**config.mk**
```make
export PLATFORM = sky130hd
export DESIGN_NAME = mpoc_ctl
export DESIGN_NICKNAME = d
export VERILOG_FILES = /design/src/rtl/mpoc_pkg.sv /design/src/rtl/mpoc_ctl.sv
export SDC_FILE = /design/constraint.sdc
export NUM_CORES = 1
export LEC_CHECK = 0
export BUFFER_PORTS_ARGS = -buffer_cell sky130_fd_sc_hd__buf_2
export CAP_MARGIN = 20
export CORE_ASPECT_RATIO = 0.8
export CORE_MARGIN = 2
export CORE_UTILIZATION = 58
export CTS_BUF_LIST = sky130_fd_sc_hd__clkbuf_8 sky130_fd_sc_hd__clkbuf_16
export DETAILED_ROUTE_END_ITERATION = 8
export MAX_ROUTING_LAYER = met4
export PLACE_DENSITY = 0.79
export SYNTH_ARGS = -nofsm -noshare
export SYNTH_HDL_FRONTEND = slang
export SYNTH_SLANG_ARGS = --single-unit
```
**constraint.sdc**
```tcl
create_clock -name clk_sys -period 2.3 [get_ports clk_sys]
set_input_delay 0.345 -clock clk_sys [delete_from_list [all_inputs] [get_ports clk_sys]]
set_output_delay 0.345 -clock clk_sys [all_outputs]
set_load 0.02 [all_outputs]
```
**src/rtl/mpoc_pkg.sv**
```systemverilog
// Package for the micro power off reset and refresh controller
package mpoc_pkg;
    // Register offsets (configuration index space)
    localparam logic [7:0] MPOC_ADDR_PLL_TIMER = 8'h8f;
    localparam logic [7:0] MPOC_ADDR_MISC3 = 8'hba;
    localparam logic [7:0] MPOC_ADDR_GPO = 8'hc0;
    localparam logic [7:0] MPOC_ADDR_STATUS = 8'hc1;
    // Field positions
    localparam int MPOC_BIT_MP_REFRESH = 2;
    localparam int MPOC_BIT_SELF_REFRESH = 3;
    // Reset values
    localparam logic [7:0] MPOC_RST_PLL_TIMER = 8'h04;
    localparam logic [7:0] MPOC_RST_MISC3 = 8'h00;
    localparam logic [7:0] MPOC_RST_GPO = 8'h00;
    // PLL timer unit: one count per millisecond
    localparam int MPOC_CLK_HZ = 10_000_000;
    localparam int MPOC_TICK_US = 1000;
    localparam int MPOC_TICK_CYC = MPOC_CLK_HZ / 1_000_000 * MPOC_TICK_US;
    // Controller states
    typedef enum logic [2:0] {
        MPOC_S_COLD = 3'b000,
        MPOC_S_RUN = 3'b001,
        MPOC_S_MPOFF = 3'b010,
        MPOC_S_PLLWAIT = 3'b011,
        MPOC_S_EXITCBR = 3'b100
    } mpoc_state_t;
    // Register bus request
    typedef struct packed {
        logic [7:0] addr;
        logic [7:0] wdata;
        logic wr;
        logic rd;
    } mpoc_bus_t;
endpackage

```
**src/rtl/mpoc_ctl.sv**
```systemverilog
// Micro power off reset sequencer, refresh retention and termination control
//
// Design decision made here: the address-and-strobe port.
`timescale 1ns/1ps
// Operation
// RULE_01 - Refresh enable bit two of BAh, default off
// RULE_02 - Enabled refresh runs throughout micro power off
// RULE_03 - Refresh type latched at power-good low
// RULE_04 - Master reset low clears refresh enable
// RULE_05 - Power-good reset leaves refresh enable intact
// RULE_06 - Self-refresh exit issues exactly one CBR
// RULE_07 - Reset output high while PLLs gated
// RULE_08 - Either reset input asserts reset output
// RULE_09 - Cold boot holds reset until both released
// RULE_10 - Master reset restores defaults, timer 4 ms
// RULE_11 - Source holds master reset one second
// RULE_12 - Warm master reset pulse at least 250 ms
// RULE_13 - Power-good entry asserts reset, held throughout
// RULE_14 - PLL timer value kept across power off
// RULE_15 - Exit holds reset until timer expires
// RULE_16 - Termination on unless both inputs high
// RULE_17 - Power-good high, master low equals both low
// RULE_18 - GP outputs take preset level when off
// RULE_19 - System never starts directly in power off
// RULE_20 - Without power off, share one reset source
// RULE_21 - Power off logic runs from 32 kHz
// RULE_22 - Master reset clears all, flags RAM invalid
// RULE_23 - Power-good release runs full power-up sequence
// RULE_24 - Reset inputs synchronised before use
module mpoc_ctl
    import mpoc_pkg::*;
#(
    parameter int TICK_CYC = MPOC_TICK_CYC
) (
    // Clock and reset
    input wire logic clk_sys,
    input wire logic sys_rst,
    // Reset inputs, low active at the pins
    input wire logic masterResetIn_n,
    input wire logic powerGoodReset_n,
    // Slow clock tick from the 32 kHz oscillator
    input wire logic slowTick,
    // Register port
    input wire mpoc_bus_t bus,
    output logic [7:0] rdData,
    // Reset, refresh and termination outputs
    output logic systemResetOut,
    output logic refreshEnable,
    output logic refreshSlowClk,
    output logic selfRefreshReq,
    output logic cbrPulse,
    output logic forceTerm,
    output logic cpuResetPulse,
    output logic ramInvalid,
    output logic gpOutputA,
    output logic gpOutputB
);
    initial begin
        if (TICK_CYC < 1) $error("TICK_CYC must be at least one");
        // Tick counter is 16 bits wide
        if (TICK_CYC > 65536) $error("TICK_CYC must fit the 16-bit tick counter");
    end

    // Synchronisers; first stage feeds only the second
    logic [1:0] mrSync1_ff, mrSync2_ff;
    always_ff @(posedge clk_sys) begin
        mrSync1_ff <= {masterResetIn_n, powerGoodReset_n}; // RULE_24
        mrSync2_ff <= mrSync1_ff;
    end
    wire logic mrLow = ~mrSync2_ff[1];
    wire logic pgLow = ~mrSync2_ff[0];
    // sys_rst acts as a master reset as well
    wire logic masterClr = sys_rst | mrLow;

    // Registers
    logic [7:0] pllTimer_ff, misc3_ff, gpo_ff, rdData_ff;
    logic ramInvalid_ff;
    logic latchedSelf_ff;
    mpoc_state_t state_ff, nxt_state;
    logic [7:0] msCnt_ff, nxt_msCnt;
    logic [15:0] tickCnt_ff, nxt_tickCnt;

    // Register decode
    wire logic wrPll = bus.wr & (bus.addr == MPOC_ADDR_PLL_TIMER);
    wire logic wrMisc = bus.wr & (bus.addr == MPOC_ADDR_MISC3);
    wire logic wrGpo = bus.wr & (bus.addr == MPOC_ADDR_GPO);
    wire logic wrStat = bus.wr & (bus.addr == MPOC_ADDR_STATUS);
    wire logic inOff = (state_ff == MPOC_S_MPOFF);
    wire logic [7:0] statusWord = {4'h0, ramInvalid_ff, latchedSelf_ff, state_ff[1:0]};
    wire logic [7:0] rdMux =
        (bus.addr == MPOC_ADDR_PLL_TIMER) ? pllTimer_ff :
        (bus.addr == MPOC_ADDR_MISC3) ? misc3_ff :
        (bus.addr == MPOC_ADDR_GPO) ? gpo_ff :
        (bus.addr == MPOC_ADDR_STATUS) ? statusWord : 8'h00;

    // Config registers: master reset only; power-good leaves them (RULE_05, RULE_14)
    always_ff @(posedge clk_sys) begin
        if (masterClr) begin
            pllTimer_ff <= MPOC_RST_PLL_TIMER; // RULE_10
            misc3_ff <= MPOC_RST_MISC3; // RULE_01 RULE_04
            gpo_ff <= MPOC_RST_GPO;
        end else begin
            if (wrPll) pllTimer_ff <= bus.wdata;
            if (wrMisc) misc3_ff <= bus.wdata;
            if (wrGpo) gpo_ff <= bus.wdata;
        end
    end

    // RAM invalid flag: set by master reset, set beats software clear
    always_ff @(posedge clk_sys) begin
        if (masterClr) ramInvalid_ff <= 1'b1; // RULE_22
        else if (wrStat && bus.wdata[3]) ramInvalid_ff <= 1'b0;
    end

    // Read data one cycle after the strobe
    always_ff @(posedge clk_sys) begin
        if (sys_rst) rdData_ff <= 8'h00;
        else rdData_ff <= bus.rd ? rdMux : 8'h00;
    end

    // Refresh type frozen at entry to power off
    wire logic enterOff = (state_ff == MPOC_S_RUN) & pgLow & ~mrLow;
    always_ff @(posedge clk_sys) begin
        if (masterClr) latchedSelf_ff <= 1'b0;
        else if (enterOff) latchedSelf_ff <= misc3_ff[MPOC_BIT_SELF_REFRESH]; // RULE_03
    end

    // Sequencer next state
    wire logic refreshEnOff = misc3_ff[MPOC_BIT_MP_REFRESH];
    // Done on the last tick of the last millisecond, so the wait is timer times tick
    // A zero timer still waits one tick rather than none
    wire logic timerDone = (msCnt_ff <= 8'h01) & (tickCnt_ff == 16'h0000);
    always_comb begin
        nxt_state = state_ff;
        nxt_msCnt = msCnt_ff;
        nxt_tickCnt = tickCnt_ff;
        case (state_ff)
            MPOC_S_COLD: begin
                if (!mrLow && !pgLow) nxt_state = MPOC_S_RUN; // RULE_09
            end
            MPOC_S_RUN: begin
                if (pgLow) nxt_state = MPOC_S_MPOFF; // RULE_13
            end
            MPOC_S_MPOFF: begin
                if (!pgLow) begin
                    nxt_state = MPOC_S_PLLWAIT; // RULE_23
                    nxt_msCnt = pllTimer_ff; // RULE_14
                    nxt_tickCnt = 16'(TICK_CYC - 1);
                end
            end
            MPOC_S_PLLWAIT: begin
                if (pgLow) nxt_state = MPOC_S_MPOFF;
                else if (timerDone) begin
                    nxt_state = (refreshEnOff && latchedSelf_ff) ? MPOC_S_EXITCBR
                                                                 : MPOC_S_RUN; // RULE_15
                end else if (tickCnt_ff == 16'h0000) begin
                    nxt_msCnt = msCnt_ff - 8'h01;
                    nxt_tickCnt = 16'(TICK_CYC - 1);
                end else begin
                    nxt_tickCnt = tickCnt_ff - 16'h0001;
                end
            end
            MPOC_S_EXITCBR: nxt_state = MPOC_S_RUN; // RULE_06
            default: nxt_state = MPOC_S_COLD;
        endcase
    end

    // State registers; master reset forces cold state
    always_ff @(posedge clk_sys) begin
        if (masterClr) begin
            state_ff <= MPOC_S_COLD;
            msCnt_ff <= 8'h00;
            tickCnt_ff <= 16'h0000;
        end else begin
            state_ff <= nxt_state;
            msCnt_ff <= nxt_msCnt;
            tickCnt_ff <= nxt_tickCnt;
        end
    end

    // Output decode
    wire logic nxtRstOut = (nxt_state != MPOC_S_RUN) | mrLow | pgLow; // RULE_07 RULE_08
    wire logic nxtTerm = mrLow | pgLow; // RULE_16 RULE_17
    wire logic nxtInOff = (nxt_state == MPOC_S_MPOFF);
    wire logic nxtRefEn = ~nxtInOff | (refreshEnOff & ~mrLow); // RULE_01 RULE_02
    wire logic nxtCbr = (state_ff == MPOC_S_EXITCBR); // RULE_06
    // CPU reset pulses on every power-up exit, with or without the CBR step
    wire logic leaveSeq = (state_ff == MPOC_S_PLLWAIT) | (state_ff == MPOC_S_EXITCBR);
    wire logic nxtCpuRst = leaveSeq & (nxt_state == MPOC_S_RUN); // RULE_23

    // Registered outputs
    always_ff @(posedge clk_sys) begin
        if (sys_rst) begin
            systemResetOut <= 1'b1;
            forceTerm <= 1'b1;
            refreshEnable <= 1'b1;
            refreshSlowClk <= 1'b0;
            selfRefreshReq <= 1'b0;
            cbrPulse <= 1'b0;
            cpuResetPulse <= 1'b0;
            gpOutputA <= 1'b0;
            gpOutputB <= 1'b0;
        end else begin
            systemResetOut <= nxtRstOut;
            forceTerm <= nxtTerm;
            refreshEnable <= nxtRefEn;
            refreshSlowClk <= nxtInOff & nxtRefEn & slowTick; // RULE_21
            selfRefreshReq <= nxtInOff & nxtRefEn & latchedSelf_ff;
            cbrPulse <= nxtCbr;
            cpuResetPulse <= nxtCpuRst;
            gpOutputA <= nxtInOff ? gpo_ff[0] : gpo_ff[2]; // RULE_18
            gpOutputB <= nxtInOff ? gpo_ff[1] : gpo_ff[3];
        end
    end
    assign rdData = rdData_ff;
    assign ramInvalid = ramInvalid_ff;
endmodule

```
==> impl_metrics.py <==
metrics = {
    "run_status": {
        "status": "completed",
    },
    "global_route": {
        "met3_usage_pct": 9.329,
        "first_global_vias": 2897,
        "overflow": 0,
        "grt_max_degree": 25,
        "met2_usage_pct": 39.01,
        "grt_usage_pct": 28.28,
        "antenna_found_initial": 0,
        "gr-max-usage-layer": "met1",
        "grt_use_met1_pct": 39.64,
        "grt_pass1_wl_um": 13730,
    },
    "finish": {
        "drive_above_1_share_pct": 21.79,
        "final_cell_mix": "dfxtp_1, nand2_1, buf_2",
        "area_growth_pct": 14.63,
        "fin_nets": 458,
        "fin_util_pct": 70.05,
        "n_antenna_cell": 0,
        "finalInstanceArea_um2": 3891,
        "final_common_cell": "dfxtp_1",
    },
    "logic_synthesis": {
        "syn_area_per_cell_um2": 8.749,
        "synth_area_leaders": "dfxtp_1, a21oi_1, nand2_1, nand3_1, nor3_1",
        "yosysSeqAreaShare_pct": 43.64,
        "synth_edf_count": 0,
        "synth_top_cell_area_share_pct": 43.64,
        "ys_warn_count": 0,
        "netlist.top_cell.by_area": "dfxtp_1",
        "synth_nets": 415,
        "ys_seq_elements": 74,
        "synth-async-reset-ratio_pct": 0,
        "synth_cell_types": 67,
        "postSynthCellCount": 388,
        "synth-main-ff-cell": "dfxtp_1",
        "mappedNetlistArea_um2": 3395,
    },
    "clock_network": {
        "post_cts_resized": 0,
        "htree_levels": 3,
        "cts_buffers": 9,
        "path_clk_slew_ns": 0.08,
        "root_buffer": "clkbuf_8",
        "clk_path_buf_depth": 2,
        "clock-sinks": 74,
        "cts_tree": "done",
        "worstSkewPairLatency_ns": 0.36,
        "postCtsSetupRepairBufs": 0,
        "holdBufCountCts": 0,
    },
    "placement": {
        "gp_congestion": 0.8717,
        "place_area_um2": 3712,
        "io_buffers": 40,
        "dp_hpwl_um": 5853,
    },
    "timing": {
        "skew_ns": 0.01108,
        "relSlewSlack_pct": 55.60,
        "maxSlewViolCount": 0,
        "period_share_pct": 91.06,
        "rsz0062_at_grt": "no",
        "worst_pin_slew_ns": 0.6660,
        "finalHoldViolCount": 0,
        "setup_violations": 0,
        "min_period_ns": 2.094,
        "clock.fmax_mhz": 477.4,
        "setup_tns_ns": 0,
    },
    "critical_path": {
        "reg2reg_from": "msCnt_ff[0]$_SDFFE_PP0P_",
        "setup.worst_path.start": "msCnt_ff[0]$_SDFFE_PP0P_",
        "worst_ep_arrival_time_ns": 2.38,
        "required_ns": 2.58,
        "slowest_stage": "or4_2",
        "max_stage_delay_ns": 0.60,
        "path_cells": "inv_1 > ha_1 > o211ai_2 > o31ai_2 > buf_12 > or4_2 > a21oi_1",
        "worst-path-max-fanout": 21,
        "end_kind": "flip-flop",
        "start_kind": "flip-flop",
        "crit_type": "reg -> reg",
    },
    "power_and_ir_drop": {
        "power_mw": 2.299,
        "ir_worst_vdd_v": 0.0003509,
        "p_leak_nw": 1.482,
        "powerDensity_nw_per_um2": 590.9,
    },
    "detailed_routing": {
        "drtIter0Drc": 258,
        "vias": 3172,
        "drc": 0,
        "drt_first_pass_iters": 5,
        "finalWirelength_um": 8201,
        "wl_per_cell_um": 15.96,
        "drtAntennaViolNets": 0,
        "viasPerCell": 6.171,
    },
    "floorplan": {
        "die_h_um": 72.43,
        "ios": 41,
        "start_util_pct": 61.10,
        "die_w_um": 89.53,
        "dieArea_um2": 6484,
        "coreArea_um2": 5555,
        "rows": 24,
    },
    "flow_run": {
        "drv_cap": 0,
    },
    "min_path": {
        "hold_path.class": "in -> reg",
        "hp-start": "masterResetIn_n",
    },
}
[per-layer routing]
layer  share of wire (%)  routed length (um)
met1                  47                3872
met2                  43                3567
met3                 8.5                 695
met4                0.82                  67
met5                   0                   0
[flip-flops by register name (all words and copies together) (netlist names)]
register        count
latchedSelf_ff      1
selfRefreshReq      1
cpuResetPulse       1
msCnt_ff            8
tickCnt_ff         16
gpOutputA           1
gpOutputB           1
refreshEnable       1
refreshSlowClk      1
state_ff            3
forceTerm           1
cbrPulse            1
misc3_ff            8
pllTimer_ff         8
systemResetOut      1
ramInvalid          1
mrSync2_ff          2
rdData              8
mrSync1_ff          2
gpo_ff              8
[cell type report]
| cell class | count | area, um^2 |
|---|---|---|
| Clock inverter | 6 | 41.29 |
| Sequential cell | 74 | 1481 |
| Multi-Input combinational cell | 283 | 1770 |
| Tap cell | 78 | 97.59 |
| Fill cell | 440 | 1664 |
| Timing Repair Buffer | 57 | 340.3 |
| Clock buffer | 10 | 137.6 |
| Inverter | 6 | 22.52 |
[power by group]
part | total (mW) | switching (mW) | internal (mW)
sequential | 1.29 | 0.00492 | 1.29
clock | 0.903 | 0.484 | 0.419
combinational | 0.104 | 0.0675 | 0.0369
total | 2.30 | 0.556 | 1.74
[stage by stage]
| stage | setup slack, ns | std cells | hold slack (ns) |
|---|---|---|---|
| after floorplan | 0.4219 | 388 | 0.3096 |
| after global placement | 0.3071 | 498 | 0.3164 |
| after detailed placement | 0.2400 | 498 | 0.3175 |
| after CTS | 0.2055 | 514 | 0.08072 |
| after global routing | 0.04734 | 514 | 0.06684 |
| final | 0.2055 | 514 | 0.08784 |
[worst paths after layout]
| kind | endpoint | slack, ns | depth (start not counted) |
|---|---|---|---|
| hold / removal | mrSync1_ff[1]$_DFF_P_ | 0.09 | 1 |
| setup / recovery | tickCnt_ff[11]$_SDFFE_PP0P_ | 0.21 | 7 |
| setup reg to reg | tickCnt_ff[11]$_SDFFE_PP0P_ | 0.21 | 7 |
| hold reg to reg | mrSync2_ff[1]$_DFF_P_ | 0.33 | 0 |
[cells in the mapped netlist, drive strengths merged, types with 3 or more instances]
library cell / instances
dfxtp: 74
nand2: 45
a21oi: 41
nand3: 30
nor3: 23
nor2: 22
clkbuf: 19
o31ai: 12
o21ai: 10
or4: 8
buf: 6
inv: 6
a221oi: 5
nand4: 5
nor4: 5
or3: 5
a222oi: 4
a31oi: 4
and3: 4
and4: 4
ha: 4
o22ai: 4
and2: 3
mux2i: 3
nor4b: 3
o211ai: 3
o32ai: 3
[kinds of logic (layout without fill, tap and decap cells)]
kind of cell               after synthesis  count (layout)  synth area share [%]
adders and majority gates                4               4                 1.474
AOI/OAI and AO/OA                      102             102                 20.27
buffers and inverters                   31              79                 4.202
xor gates and xnor gates                 2               2                0.5161
muxes                                    3               3                0.8847
DFF                                     74              74                 43.64
and+or+nand+nor                        172             172                 29.01
[critical path, delay by kind of cell, from the launching register on]
family	cells	cell delay, ns
simple gates	1	0.60
fa+ha+maj	1	0.27
compound gates	3	0.50
flops	1	0.40
buf+inv	2	0.26
No activity file was read; power rests on OpenSTA's default activity.
